**src/inc/presence_pkg.sv**
```systemverilog
// constants, types and helpers shared by the presence decision logic
// Behaviour
// - the presence pin is high while someone is judged present and low otherwise.
// - the serial link runs at 256000 baud, one stop bit, no parity unless reconfigured.
// - configuration written over the link is kept in non-volatile storage and reloaded at power-up.
// - the farthest distance is a count of range gates, each gate being 0.75 m deep.
// - motion and static detection each have their own farthest gate, settable from 1 to 8.
// - targets beyond the farthest gate are ignored and produce no result.
// - a gate reports a target only when its 0-100 energy is strictly above its threshold.
// - every gate has its own threshold, settable from 0 to 100.
// - a gate whose threshold is 100 never reports a target.
// - after detection stops, present is held for the configured seconds, restarted by any detection.
// - result frames carry the target state together with the target distances.
// - the wireless password is 6 bytes and must be supplied on connection before control is granted.
// - the wireless name ends with the last four hex digits of the MAC address.
// - result data goes over the wireless link only once the correct password has been given.
package presence_pkg;

    localparam int NGATE = 8;
    localparam int EW = 7;
    localparam logic [6:0] ENERGY_MAX = 7'h64;

    localparam int unsigned CLK_HZ = 125_000_000;
    localparam int unsigned BAUD = 256_000;
    localparam int unsigned BAUD_CYC = CLK_HZ / BAUD;
    localparam int unsigned SEC_S = 1;
    localparam int unsigned SEC_CYC = SEC_S * CLK_HZ;

    // gate depth in centimetres
    localparam logic [15:0] GATE_CM = 16'h004B;
    localparam logic [3:0] GATE_MIN = 4'h1;
    localparam logic [3:0] GATE_MAX = 4'h8;

    localparam int CFG_AW = 5;
    localparam logic [4:0] CFG_MOT_MAX = 5'h00;
    localparam logic [4:0] CFG_STA_MAX = 5'h01;
    localparam logic [4:0] CFG_HOLD = 5'h02;
    localparam logic [4:0] CFG_MOT_THR = 5'h03;
    localparam logic [4:0] CFG_STA_THR = 5'h0B;
    localparam logic [4:0] CFG_PWD = 5'h13;
    localparam int CFG_N = 22;

    localparam logic [15:0] DEF_MAX = 16'h0008;
    localparam logic [15:0] DEF_HOLD = 16'h0005;
    localparam logic [15:0] DEF_THR = 16'h0032;
    // arbitrary neutral password, six ascii digits
    localparam logic [47:0] DEF_PWD = 48'h3132_3334_3536;

    localparam logic [7:0] FRM_HEAD = 8'hA5;
    localparam logic [7:0] FRM_TAIL = 8'h5A;
    localparam logic [2:0] FRM_LAST = 3'h6;
    localparam logic [2:0] PWD_LAST = 3'h5;

    typedef enum logic [3:0] {
        BOOT_REQ = 4'b0001,
        BOOT_WAIT = 4'b0010,
        BOOT_CAP = 4'b0100,
        BOOT_RUN = 4'b1000
    } boot_t;

    typedef enum logic [1:0] {
        TX_IDLE = 2'b01,
        TX_SEND = 2'b10
    } txst_t;

    function automatic logic [15:0] cfg_default(input logic [4:0] idx);
        if (idx == CFG_MOT_MAX || idx == CFG_STA_MAX) cfg_default = DEF_MAX;
        else if (idx == CFG_HOLD) cfg_default = DEF_HOLD;
        else if (idx < CFG_PWD) cfg_default = DEF_THR;
        else if (idx == CFG_PWD) cfg_default = DEF_PWD[47:32];
        else if (idx == CFG_PWD + 5'h01) cfg_default = DEF_PWD[31:16];
        else cfg_default = DEF_PWD[15:0];
    endfunction : cfg_default

endpackage : presence_pkg

```
**src/inc/byte_stream_if.sv**
```systemverilog
// byte stream with valid/ready between the frame builder and the serial transmitter
`timescale 1ns/1ns
interface byte_stream_if;
    logic [7:0] data;
    logic valid;
    logic ready;
    modport src (output data, output valid, input ready);
    modport snk (input data, input valid, output ready);
endinterface : byte_stream_if

```
**src/rtl/serial_tx.sv**
```systemverilog
// serial transmitter, 8 data bits, no parity, one stop bit
`timescale 1ns/1ns
module serial_tx
    import presence_pkg::*;
(
    // clock and reset
    input wire logic ref_clk,
    input wire logic arst_n,
    // byte source
    byte_stream_if.snk bs,
    // line
    output logic line
);
    localparam logic [8:0] BIT_LAST = 9'(BAUD_CYC - 1);

    logic [9:0] shift_r;
    logic [3:0] bits_r;
    logic [8:0] baud_r;
    logic busy_r;
    logic line_r;

    wire take_w = bs.valid && !busy_r;
    wire bit_end_w = busy_r && (baud_r == BIT_LAST);

    assign bs.ready = !busy_r;
    assign line = line_r;

    always_ff @(posedge ref_clk or negedge arst_n) begin
        if (!arst_n) begin
            shift_r <= 10'h3FF;
            bits_r <= 4'h0;
            baud_r <= 9'h000;
            busy_r <= 1'b0;
            line_r <= 1'b1;
        end else if (take_w) begin
            // stop, data lsb first, start: no parity bit
            shift_r <= {1'b1, bs.data, 1'b0};
            bits_r <= 4'h0;
            baud_r <= 9'h000;
            busy_r <= 1'b1;
            line_r <= 1'b0;
        end else if (bit_end_w) begin
            baud_r <= 9'h000;
            shift_r <= {1'b1, shift_r[9:1]};
            bits_r <= bits_r + 4'h1;
            line_r <= shift_r[1];
            busy_r <= (bits_r != 4'h9);
        end else if (busy_r) begin
            baud_r <= baud_r + 9'h001;
        end
    end
endmodule : serial_tx

```
**src/rtl/presence_decision.sv**
```systemverilog
// presence decision, hold-off, config store, result frames and wireless gate
`timescale 1ns/1ns
module presence_decision
    import presence_pkg::*;
#(
    parameter int unsigned SEC_CYCLES = SEC_CYC
) (
    // clock and reset
    input wire logic ref_clk,
    input wire logic arst_n,
    // per-gate energies from signal processing
    input wire logic [NGATE*EW-1:0] motion_energy,
    input wire logic [NGATE*EW-1:0] static_energy,
    input wire logic frame_valid,
    // configuration access from the command parser
    input wire logic report_en,
    input wire logic cfg_wr,
    input wire logic cfg_rd,
    input wire logic [CFG_AW-1:0] cfg_addr,
    input wire logic [15:0] cfg_wdata,
    output logic [15:0] cfg_rdata,
    output logic cfg_rvalid,
    output logic cfg_ack,
    output logic cfg_err,
    output logic boot_done,
    // non-volatile store
    output logic nvm_rd,
    output logic nvm_wr,
    output logic [CFG_AW-1:0] nvm_addr,
    output logic [15:0] nvm_wdata,
    input wire logic [15:0] nvm_rdata,
    input wire logic nvm_blank,
    // wireless side
    input wire logic ble_conn,
    input wire logic [7:0] ble_rx_byte,
    input wire logic ble_rx_valid,
    input wire logic [47:0] mac_addr,
    output logic ble_auth,
    output logic [7:0] ble_tx_byte,
    output logic ble_tx_valid,
    output logic [31:0] name_suffix,
    // results
    output logic presence_out,
    output logic [7:0] target_state,
    output logic [15:0] mot_dist_cm,
    output logic [15:0] sta_dist_cm,
    output logic uart_tx
);
    localparam logic [26:0] SEC_LAST = 27'(SEC_CYCLES - 1);

    function automatic logic [15:0] clamp_cfg(input logic [4:0] idx, input logic [15:0] d);
        if (idx == CFG_MOT_MAX || idx == CFG_STA_MAX) begin
            if (d < {12'h000, GATE_MIN}) clamp_cfg = {12'h000, GATE_MIN};
            else if (d > {12'h000, GATE_MAX}) clamp_cfg = {12'h000, GATE_MAX};
            else clamp_cfg = d;
        end else if (idx >= CFG_MOT_THR && idx < CFG_PWD) begin
            clamp_cfg = (d > {9'h000, ENERGY_MAX}) ? {9'h000, ENERGY_MAX} : d;
        end else begin
            clamp_cfg = d;
        end
    endfunction : clamp_cfg

    // index of the nearest gate with a hit
    function automatic logic [3:0] nearest(input logic [NGATE-1:0] hits);
        nearest = 4'h0;
        for (int i = NGATE - 1; i >= 0; i--) begin
            if (hits[i]) nearest = 4'(i);
        end
    endfunction : nearest

    function automatic logic [15:0] gate_cm(input logic [3:0] g);
        gate_cm = 16'({12'h000, g} * GATE_CM);
    endfunction : gate_cm

    function automatic logic [7:0] hex_ascii(input logic [3:0] n);
        hex_ascii = (n < 4'hA) ? (8'h30 + {4'h0, n}) : (8'h37 + {4'h0, n});
    endfunction : hex_ascii

    boot_t boot_r;
    txst_t tx_r;
    logic [15:0] cfg_mem_r [CFG_N];
    logic [4:0] boot_idx_r;
    logic [15:0] cfg_rdata_r;
    logic cfg_rvalid_r, cfg_ack_r, cfg_err_r;
    logic nvm_rd_r, nvm_wr_r;
    logic [4:0] nvm_addr_r;
    logic [15:0] nvm_wdata_r;
    logic present_r;
    logic [15:0] hold_cnt_r;
    logic [26:0] sec_cnt_r;
    logic [7:0] state_r;
    logic [15:0] mot_dist_r, sta_dist_r;
    logic go_r;
    logic [2:0] byte_idx_r;
    logic [7:0] snap_r [5];
    logic [2:0] pwd_idx_r;
    logic pwd_match_r, auth_r;
    logic [7:0] ble_tx_byte_r;
    logic ble_tx_valid_r;
    logic [31:0] suffix_r;

    byte_stream_if bs ();

    // configuration write path, shared by boot reload and host writes
    wire running_w = (boot_r == BOOT_RUN);
    wire addr_ok_w = (cfg_addr < 5'(CFG_N));
    wire host_ok_w = running_w && !report_en && addr_ok_w;
    wire host_wr_w = cfg_wr && host_ok_w;
    wire host_rd_w = cfg_rd && host_ok_w;
    wire boot_ld_w = (boot_r == BOOT_CAP) && !nvm_blank;
    wire [4:0] wr_idx_w = (boot_r == BOOT_CAP) ? boot_idx_r : cfg_addr;
    wire [15:0] wr_raw_w = (boot_r == BOOT_CAP) ? nvm_rdata : cfg_wdata;
    wire [15:0] wr_val_w = clamp_cfg(wr_idx_w, wr_raw_w);
    wire wr_any_w = host_wr_w || boot_ld_w;

    genvar gi;
    generate
        for (gi = 0; gi < CFG_N; gi++) begin : g_cfg
            localparam logic [15:0] RST = cfg_default(5'(gi));
            always_ff @(posedge ref_clk or negedge arst_n) begin
                if (!arst_n) cfg_mem_r[gi] <= RST;
                else if (wr_any_w && wr_idx_w == 5'(gi)) cfg_mem_r[gi] <= wr_val_w;
            end
        end
    endgenerate

    // per-gate decision
    wire [3:0] mot_max_w = cfg_mem_r[CFG_MOT_MAX][3:0];
    wire [3:0] sta_max_w = cfg_mem_r[CFG_STA_MAX][3:0];
    wire [NGATE-1:0] mot_hit_w;
    wire [NGATE-1:0] sta_hit_w;

    generate
        for (gi = 0; gi < NGATE; gi++) begin : g_gate
            wire [6:0] mt = cfg_mem_r[CFG_MOT_THR + 5'(gi)][6:0];
            wire [6:0] st = cfg_mem_r[CFG_STA_THR + 5'(gi)][6:0];
            wire [6:0] me = motion_energy[gi*EW +: EW];
            wire [6:0] se = static_energy[gi*EW +: EW];
            // gate n spans n*0.75 m to (n+1)*0.75 m, so a limit of n keeps gates below n
            wire m_in = (4'(gi) < mot_max_w);
            wire s_in = (4'(gi) < sta_max_w);
            // a threshold of 100 is masked even if a stray energy reads above range
            assign mot_hit_w[gi] = m_in && (me > mt) && (mt != ENERGY_MAX);
            assign sta_hit_w[gi] = s_in && (se > st) && (st != ENERGY_MAX);
        end
    endgenerate

    wire mot_any_w = |mot_hit_w;
    wire sta_any_w = |sta_hit_w;
    wire det_w = frame_valid && (mot_any_w || sta_any_w);
    wire sec_tick_w = (sec_cnt_r == SEC_LAST);
    wire [15:0] hold_w = cfg_mem_r[CFG_HOLD];

    // frame bytes and password bytes
    wire [7:0] tx_byte_w = (byte_idx_r == 3'h0) ? FRM_HEAD :
                           (byte_idx_r == FRM_LAST) ? FRM_TAIL : snap_r[byte_idx_r - 3'h1];
    wire tx_fire_w = bs.valid && bs.ready;
    wire [47:0] pwd_w = {cfg_mem_r[CFG_PWD], cfg_mem_r[CFG_PWD + 5'h01], cfg_mem_r[CFG_PWD + 5'h02]};
    wire [7:0] pwd_byte_w = pwd_w[6'(47 - 8 * pwd_idx_r) -: 8];
    wire pwd_eq_w = (ble_rx_byte == pwd_byte_w);

    assign bs.data = tx_byte_w;
    assign bs.valid = (tx_r == TX_SEND);

    // boot reload from the non-volatile store, one read per entry
    always_ff @(posedge ref_clk or negedge arst_n) begin
        if (!arst_n) begin
            boot_r <= BOOT_REQ;
            boot_idx_r <= 5'h00;
        end else begin
            case (boot_r)
                BOOT_REQ: boot_r <= BOOT_WAIT;
                BOOT_WAIT: boot_r <= BOOT_CAP;
                BOOT_CAP: begin
                    boot_idx_r <= boot_idx_r + 5'h01;
                    boot_r <= (boot_idx_r == 5'(CFG_N - 1)) ? BOOT_RUN : BOOT_REQ;
                end
                BOOT_RUN: boot_r <= BOOT_RUN;
                default: boot_r <= BOOT_REQ;
            endcase
        end
    end

    // host access and store writes
    always_ff @(posedge ref_clk or negedge arst_n) begin
        if (!arst_n) begin
            nvm_rd_r <= 1'b0;
            nvm_wr_r <= 1'b0;
            nvm_addr_r <= 5'h00;
            nvm_wdata_r <= 16'h0000;
            cfg_ack_r <= 1'b0;
            cfg_err_r <= 1'b0;
            cfg_rvalid_r <= 1'b0;
            cfg_rdata_r <= 16'h0000;
        end else begin
            nvm_rd_r <= (boot_r == BOOT_REQ);
            nvm_wr_r <= host_wr_w;
            if (boot_r == BOOT_REQ) nvm_addr_r <= boot_idx_r;
            else if (host_wr_w) nvm_addr_r <= cfg_addr;
            if (host_wr_w) nvm_wdata_r <= wr_val_w;
            cfg_ack_r <= host_wr_w;
            // access while reporting, booting or out of range is refused
            cfg_err_r <= (cfg_wr || cfg_rd) && !host_ok_w;
            cfg_rvalid_r <= host_rd_w;
            if (host_rd_w) cfg_rdata_r <= cfg_mem_r[cfg_addr];
        end
    end

    // presence with hold-off; the second counter restarts on detection so the window is whole seconds
    always_ff @(posedge ref_clk or negedge arst_n) begin
        if (!arst_n) begin
            present_r <= 1'b0;
            hold_cnt_r <= 16'h0000;
            sec_cnt_r <= 27'h000_0000;
        end else if (det_w) begin
            present_r <= 1'b1;
            hold_cnt_r <= 16'h0000;
            sec_cnt_r <= 27'h000_0000;
        end else begin
            sec_cnt_r <= sec_tick_w ? 27'h000_0000 : sec_cnt_r + 27'h000_0001;
            if (present_r && sec_tick_w) begin
                if (hold_cnt_r + 16'h0001 >= hold_w) present_r <= 1'b0;
                else hold_cnt_r <= hold_cnt_r + 16'h0001;
            end else if (present_r && hold_w == 16'h0000) begin
                present_r <= 1'b0;
            end
        end
    end

    // latest frame result
    always_ff @(posedge ref_clk or negedge arst_n) begin
        if (!arst_n) begin
            state_r <= 8'h00;
            mot_dist_r <= 16'h0000;
            sta_dist_r <= 16'h0000;
            go_r <= 1'b0;
        end else begin
            go_r <= frame_valid && report_en && running_w;
            if (frame_valid) begin
                state_r <= {6'h00, sta_any_w, mot_any_w};
                mot_dist_r <= mot_any_w ? gate_cm(nearest(mot_hit_w)) : 16'h0000;
                sta_dist_r <= sta_any_w ? gate_cm(nearest(sta_hit_w)) : 16'h0000;
            end
        end
    end

    // frame sender; a frame arriving while one is in flight is dropped, not queued
    always_ff @(posedge ref_clk or negedge arst_n) begin
        if (!arst_n) begin
            tx_r <= TX_IDLE;
            byte_idx_r <= 3'h0;
            for (int i = 0; i < 5; i++) snap_r[i] <= 8'h00;
        end else begin
            case (tx_r)
                TX_IDLE: if (go_r) begin
                    tx_r <= TX_SEND;
                    byte_idx_r <= 3'h0;
                    snap_r[0] <= {present_r, state_r[6:0]};
                    snap_r[1] <= mot_dist_r[7:0];
                    snap_r[2] <= mot_dist_r[15:8];
                    snap_r[3] <= sta_dist_r[7:0];
                    snap_r[4] <= sta_dist_r[15:8];
                end
                TX_SEND: if (tx_fire_w) begin
                    byte_idx_r <= byte_idx_r + 3'h1;
                    if (byte_idx_r == FRM_LAST) tx_r <= TX_IDLE;
                end
                default: tx_r <= TX_IDLE;
            endcase
        end
    end

    // wireless password check and forwarding
    always_ff @(posedge ref_clk or negedge arst_n) begin
        if (!arst_n) begin
            pwd_idx_r <= 3'h0;
            pwd_match_r <= 1'b1;
            auth_r <= 1'b0;
            ble_tx_byte_r <= 8'h00;
            ble_tx_valid_r <= 1'b0;
        end else begin
            ble_tx_valid_r <= tx_fire_w && auth_r && ble_conn;
            if (tx_fire_w) ble_tx_byte_r <= tx_byte_w;
            if (!ble_conn) begin
                pwd_idx_r <= 3'h0;
                pwd_match_r <= 1'b1;
                auth_r <= 1'b0;
            end else if (ble_rx_valid && !auth_r) begin
                if (pwd_idx_r == PWD_LAST) begin
                    // wrong password restarts the six-byte entry
                    auth_r <= pwd_match_r && pwd_eq_w;
                    pwd_idx_r <= 3'h0;
                    pwd_match_r <= 1'b1;
                end else begin
                    pwd_idx_r <= pwd_idx_r + 3'h1;
                    pwd_match_r <= pwd_match_r && pwd_eq_w;
                end
            end
        end
    end

    always_ff @(posedge ref_clk or negedge arst_n) begin
        if (!arst_n) suffix_r <= 32'h3030_3030;
        else suffix_r <= {hex_ascii(mac_addr[15:12]), hex_ascii(mac_addr[11:8]),
                          hex_ascii(mac_addr[7:4]), hex_ascii(mac_addr[3:0])};
    end

    serial_tx u_tx (
        .ref_clk(ref_clk),
        .arst_n(arst_n),
        .bs(bs),
        .line(uart_tx)
    );

    assign presence_out = present_r;
    assign target_state = state_r;
    assign mot_dist_cm = mot_dist_r;
    assign sta_dist_cm = sta_dist_r;
    assign cfg_rdata = cfg_rdata_r;
    assign cfg_rvalid = cfg_rvalid_r;
    assign cfg_ack = cfg_ack_r;
    assign cfg_err = cfg_err_r;
    assign boot_done = running_w;
    assign nvm_rd = nvm_rd_r;
    assign nvm_wr = nvm_wr_r;
    assign nvm_addr = nvm_addr_r;
    assign nvm_wdata = nvm_wdata_r;
    assign ble_auth = auth_r;
    assign ble_tx_byte = ble_tx_byte_r;
    assign ble_tx_valid = ble_tx_valid_r;
    assign name_suffix = suffix_r;

endmodule : presence_decision

```
**config.mk**
```make
export PLATFORM = sky130hd
export DESIGN_NAME = presence_decision
export DESIGN_NICKNAME = d
export VERILOG_FILES = /design/src/inc/presence_pkg.sv /design/src/inc/byte_stream_if.sv /design/src/rtl/serial_tx.sv /design/src/rtl/presence_decision.sv
export SDC_FILE = /design/constraint.sdc
export NUM_CORES = 1
export LEC_CHECK = 0
export ABC_AREA = 1
export ABC_CLOCK_PERIOD_IN_PS = 4400
export BUFFER_PORTS_ARGS = -buffer_cell sky130_fd_sc_hd__buf_2
export CORE_MARGIN = 2
export CORE_UTILIZATION = 42
export CTS_CLUSTER_SIZE = 40
export DETAILED_ROUTE_END_ITERATION = 6
export PLACE_DENSITY = 0.64
export SYNTH_ARGS = -nofsm -noshare
export SYNTH_HDL_FRONTEND = slang
export SYNTH_SLANG_ARGS = --single-unit
```
**constraint.sdc**
```tcl
create_clock -name ref_clk -period 4.4 [get_ports ref_clk]
set_clock_uncertainty 0.2 [all_clocks]
set_input_delay 0.88 -clock ref_clk [delete_from_list [all_inputs] [get_ports ref_clk]]
set_output_delay 0.88 -clock ref_clk [all_outputs]
set_load 0.02 [all_outputs]
```
* Yosys cells after proc, flatten, opt, wreduce, memory -nomap -nowiden
Index checks and enable logic that the tools add are counted.
** Operators by class
- Add/subtract/negate cells :: 17
- $lt $le $gt $ge :: 45
- Multiply operators :: 2
- Equal/unequal tests :: 57
- Reductions and logical operators :: 98
- Muxes and demuxes :: 79
- Shifts and indexed selects :: 1
- Bitwise gates (word level) :: 2
** Operators by type and width (number)
- two-way mux 16 bit :: 11
- greater-than comparator 7 bit :: 16
- inequality test 7 bit (second input constant) :: 16
- binary-select mux 16 bit (select 5 bit) :: 1
- two-way mux 4 bit :: 19
- logical AND 1 bit :: 72
- adder 6 x 4 -> 7 bit (first input constant) :: 8
- indexed part select 55 x 7 -> 8 bit :: 1
- two-way mux 27 bit :: 2
- equality test 5 x 4 -> 1 bit (second input constant) :: 8
- equality test 5 bit (second input constant) :: 7
- < comparator 3 x 4 -> 1 bit (first input constant) :: 8
- two-way mux 8 bit :: 4
- two-way mux 7 bit :: 4
- adder 27 x 1 -> 27 bit (second input constant) :: 1
- equality test 27 bit (second input constant) :: 1
- two-way mux 9 bit :: 3
- binary-select mux 8 bit (select 3 bit) :: 1
- multiplier 4 x 7 -> 11 bit (second input constant) :: 2
- two-way mux 11 bit :: 2
- two-way mux 3 bit :: 7
- equality test 5 x 3 -> 1 bit (second input constant) :: 4
- two-way mux 10 bit :: 2
- adder 16 x 1 -> 16 bit (second input constant) :: 1
- other kinds (50) :: 100
** Storage, ports and cells
- Register bits after elaboration :: 591
- Word-level logic and storage cells :: 357
- Input bits :: 214
- Output and inout port bits :: 127

* Longest topological paths before layout
- Depth in word-level cells :: 14
- Gate-level depth with buffers :: 27

* Hierarchy
From an unflattened synthesis, not the netlist that was laid out.
** Unflattened totals
- Cells, all modules :: 3879
- Area, all modules :: 30289.0 µm²
** Modules (own cells, without submodules)
- presence_decision :: times used 1, area each 29017.8 µm², seq. area each 13593.0 µm², cells an instance 3718
- serial_tx :: times used 1, area each 1271.2 µm², seq. area each 586.8 µm², cells an instance 161

* Worst setup path before layout
OpenSTA, ideal clock, no wires.
- Path kind :: reg2reg
- Start :: register hold_cnt_r[0]
- End :: register hold_cnt_r[11]
- Period minus slack after synthesis :: 3.272 ns
- Data arrival time :: 2.990 ns
- Path slack :: 1.128 ns
- Setup time :: 0.083 ns
- Buffers on the path :: 1
- Stages on the path, launching flop included :: 17
- Cells stage by stage :: dfrtp_1 ha_1 nand3_1 nor3_1 nand3_1 nor3_1 nand2_1 xor2_1 inv_1 ha_1 a21o_1 a211oi_1 nand2_1 nor2_1 buf_2 nand2_1 o21ai_0
** On the way
- Longest elaborated chain between the ends :: 4
- Elaborated cells between the ends (all ways) :: 7
- Classes of those cells :: add/sub: 1; order compare: 1; eq/ne: 1; mux: 3; reduce/logical: 1
** RTL lines
- start, declared :: line presence_decision.sv:89 : logic [15:0] hold_cnt_r;
- start signal, assigned :: line presence_decision.sv:223 : else hold_cnt_r <= hold_cnt_r + 16'h0001;
- adder 16 x 1 -> 16 bit * :: line presence_decision.sv:222, presence_decision.sv:223
- >= comparator 16 bit / two-way mux 16 bit (equally long branches) :: line presence_decision.sv:222 : if (hold_cnt_r + 16'h0001 >= hold_w) present_r <= 1'b0;
- inequality test 2 bit (no line) / two-way mux 16 bit (equally long branches)
- AND reduction 2 bit (no line) / two-way mux 16 bit (equally long branches)
Mark *: on every way between the ends. The rest lies on a longest branch, timed or not. The select of a mux whose other input is x is not followed.
A chain may end at the register's enable or synchronous reset.

* Final worst setup path
- Start :: register boot_r[1]
- End :: register cfg_mem_r[339] (netlist bit)
** On the way
- Longest elaborated chain between the ends :: 6
- Elaborated cells between the ends (all ways) :: 24
- Classes of those cells :: order compare: 5; eq/ne: 3; mux: 7; reduce/logical: 9
** RTL lines
- start, declared :: line presence_decision.sv:79 : boot_t boot_r;
- start signal, assigned :: line presence_decision.sv:176 : boot_r <= (boot_idx_r == 5'(CFG_N - 1)) ? BOOT_RUN : BOOT_REQ;
- equality test 4 x 3 -> 1 bit / equality test 4 bit (equally long branches)
- two-way mux 16 bit (tied with other cells) :: line presence_decision.sv:112 : wire [15:0] wr_raw_w = (boot_r == BOOT_CAP) ? nvm_rdata : cfg_wdata;
- greater-than comparator 16 x 7 -> 1 bit (tied with other cells) :: line presence_decision.sv:57 : clamp_cfg = (d > {9'h000, ENERGY_MAX}) ? {9'h000, ENERGY_MAX} : d;
- two-way mux 16 bit (tied with other cells) :: line presence_decision.sv:57
- two-way mux 16 bit (tied with other cells) :: line presence_decision.sv:56 : end else if (idx >= CFG_MOT_THR && idx < CFG_PWD) begin
- two-way mux 16 bit / logical AND 1 bit (equally long branches) :: line presence_decision.sv:52, presence_decision.sv:122
- end signal, assigned by index :: line presence_decision.sv:122 : else if (wr_any_w && wr_idx_w == 5'(gi)) cfg_mem_r[gi] <= wr_val_w;
- end, declared :: line presence_decision.sv:81 : logic [15:0] cfg_mem_r [CFG_N];
Several ways; a longest one is shown, not always the timed one.

==> impl_metrics.json <==
{
  "predominant_post_synthesis_flop_cell": "dfrtp_1",
  "max_cap_violations": 0,
  "setup_viol": 0,
  "class_of_the_worst_hold_path": "in -> reg",
  "antenna_found_initial": 3,
  "critical_path_required_ps": 4730,
  "syn_area_per_cell_um2": 7.89,
  "vdd.ir_drop.worst_mv": 0.315,
  "power.static_leakage_uw": 0.0172,
  "layout-area-overhead-vs-synth_pct": 15.3,
  "min_path_cells": 2,
  "postLayoutCellArea_mm2": 0.0346,
  "synth_top_cell_by_area": "dfrtp_1",
  "crit_chain": "nor2_1, nand3_2, buf_12, a21oi_2, inv_2, nor3_2, inv_2, o21ai_1, nand2_1, buf_12, o21ai_1",
  "clock_sink_count": 561,
  "arrival_time_at_the_worst_endpoint_ps": 4310,
  "max_slew_headroom_pct": 29.7,
  "finish.utilization_pct": 49.1,
  "timing_max_transition_violations_final": 0,
  "fin_tns_setup_ps": 0,
  "drt_wl_total_um": 90900,
  "worstSetupPathType": "reg -> reg",
  "grt_overflow": 0,
  "r2r_cells": 11,
  "cellPowerDensity_mw_per_mm2": 363,
  "max_freq_mhz": 251,
  "initial_standard_cell_utilization_of_the_core_pct": 42.6,
  "cp_slowest_cell": "a21oi_2",
  "buffer_ports.inserted": 286,
  "place_area_mm2": 0.0325,
  "core-area_mm2": 0.0704,
  "yosysTopAreaCellShare_pct": 39.1,
  "cts.path.max_buffers": 3,
  "die_width_um": 271,
  "clock_latency_ps": 660,
  "synth_seq_cells": 561,
  "row_count": 97,
  "crit_end_element": "flip-flop",
  "post_drt_wl_per_cell_um": 18.0,
  "layout_worst_path_cycle_share_pct": 90.4,
  "worst_path_largest_cell_delay_ps": 460,
  "worst-r2r-setup-slack_ps": 420,
  "place_hpwl_um": 65800,
  "h_tree_depth": 2,
  "vias": 25900,
  "viasPerCell": 5.12,
  "worst-slew-pin-transition_ps": 1050,
  "hold-worst-slack_ps": 229,
  "synthesis.yosys.warnings": 0,
  "tritoncts": "built",
  "detail_route.first_pass.iterations": 6,
  "synth-edff-count": 0,
  "die_height_um": 271,
  "grt_pass1_vias": 24900,
  "track_usage_pct": 24.7,
  "routabilityCongestion": 0.895,
  "cts.repair_timing.setup_buffer_count": 0,
  "post_synth_most_frequent_cells": "732 x nand2_1, 550 x inv_1, 468 x dfrtp_1",
  "antenna_left": 0,
  "outcome": "complete, no violations",
  "post-route-drc-count": 0,
  "min_period_ps": 3980,
  "proportion_of_layout_cells_with_a_drive_suffix_above_1_pct": 14.8,
  "synth_area_leaders": "dfrtp_1 39%, nand2_1 9.2%, dfstp_2 8.2%",
  "grt_pass1_wl_um": 141000,
  "cts_root_buffer": "clkbuf_16",
  "top_level_ports": 341,
  "worst-path-max-fanout": 20,
  "hold_buffers": 1,
  "drtIter0Drc": 2244,
  "seq_area_frac_synth_pct": 47.2,
  "post_synth_instance_area_mm2": 0.0300,
  "critical_path.startpoint_type": "flip-flop",
  "final_nets": 4428,
  "cts_resized": 0,
  "register_clock_pin_slew_on_the_reported_worst_setup_and_hold_paths_ps": 60,
  "design.die.area_mm2": 0.0735,
  "grt_start_max_net_pins": 140,
  "finalHoldViolCount": 0,
  "async_flop_share_pct": 100,
  "synthMostInstantiatedCell": "nand2_1",
  "rsz_0062_raised_after_global_routing": "no",
  "cts_made_buffers": 60,
  "netlist_instances": 3800,
  "synth_cell_types": 56
}
-- cell usage in the layout (no fill, tap or decap), drive strengths merged, types with 13 or more instances in the layout --
| cell | n |
|---|---|
| buf | 341 |
| nand3 | 129 |
| nand4 | 40 |
| dfrtp | 468 |
| conb | 22 |
| ha | 155 |
| clkbuf | 92 |
| clkinv | 13 |
| o21ai | 544 |
| nor2 | 413 |
| nor3 | 48 |
| dfstp | 93 |
| xor2 | 31 |
| a21oi | 260 |
| inv | 582 |
| nand2 | 738 |
| o211ai | 23 |
-- kinds of logic after synthesis --
group	count (synthesis)	share of synthesized area, %
AND/OR/NAND/NOR	1391	19.2
other	1	0.0125
XOR/XNOR	39	1.14
AO/OA/AOI/OAI	900	16.0
flip-flops	561	47.2
buffers and inverters	750	9.91
multiplexers	3	0.100
adder cells (fa/ha/maj)	155	6.47
-- report_power, final --
part / internal (uW) / leakage [uW] / switching, uW
clock network: 3110 / 0.00101 / 2200
registers: 5360 / 0.00683 / 111
logic: 541 / 0.00934 / 1210
-- area by class of cell --
| class | instances | area [um2] |
|---|---|---|
| fill | 6881 | 35800 |
| tap | 940 | 1180 |
| clock buffer | 92 | 1790 |
| timing repair buffer | 342 | 2010 |
| inverter | 584 | 2190 |
| antenna | 1 | 2.50 |
| sequential | 561 | 14200 |
| multi-input combinational | 2510 | 12900 |
| clock inverter | 20 | 293 |
-- worst max-delay path, delay by kind of cell, from the launching register on --
family / cells / cell delay [ps]
AOI/OAI and AO/OA: 3 / 770
buffers and inverters: 4 / 1040
DFF: 1 / 410
and+or+nand+nor: 4 / 1410
-- final timing paths --
kind / start / to
setup / recovery: boot_r[1]$_DFF_PN0_ / cfg_mem_r[339]$_DFFE_PN1P_
hold / removal: mac_addr[14] / name_suffix[26]$_DFF_PN0_
setup reg to reg: boot_r[1]$_DFF_PN0_ / cfg_mem_r[339]$_DFFE_PN1P_
hold reg to reg: cfg_mem_r[110]$_DFFE_PN0P_ / cfg_mem_r[110]$_DFFE_PN0P_
max in group asynchronous: arst_n / cfg_mem_r[275]$_DFFE_PN0P_
min in group asynchronous: arst_n / snap_r[29]$_DFFE_PN0P_
-- per-layer routing --
metal / track usage [%] / wire length [um] / vias up
li1: - / - / 12800
met1: 33.6 / 39700 / 12100
met2: 39.0 / 41000 / 809
met3: 4.90 / 6780 / 182
met4: 9.25 / 3440 / 2
met5: 0 / 13 / -
-- metrics by stage --
| stage | total power, uW | setup WS [ps] | std cells |
|---|---|---|---|
| 2_1_floorplan | 6590 | 1130 | 3821 |
| 3_3_place_gp | 7290 | 421 | 4936 |
| 3_5_place_dp | 7310 | 383 | 4936 |
| 4_1_cts | 12600 | 476 | 5049 |
| 5_1_grt | 13100 | 160 | 5049 |
| 6_report | 12500 | 421 | 5050 |
-- flip-flops by register name, indices dropped and copies added, names as in the netlist, 2 cells and up --
| name | count |
|---|---|
| ble_tx_byte | 8 |
| nvm_addr | 5 |
| cfg_rdata | 16 |
| boot_r | 4 |
| pwd_idx_r | 3 |
| snap_r | 23 |
| sta_dist_cm | 10 |
| name_suffix | 28 |
| hold_w | 16 |
| nvm_wdata | 16 |
| target_state | 2 |
| hold_cnt_r | 16 |
| u_tx.baud_r | 9 |
| sec_cnt_r | 27 |
| u_tx.bits_r | 4 |
| u_tx.shift_r | 9 |
| mot_dist_cm | 10 |
| cfg_mem_r | 336 |
| byte_idx_r | 3 |
| tx_r | 2 |
| boot_idx_r | 5 |
(Power assumes the default switching activity.)
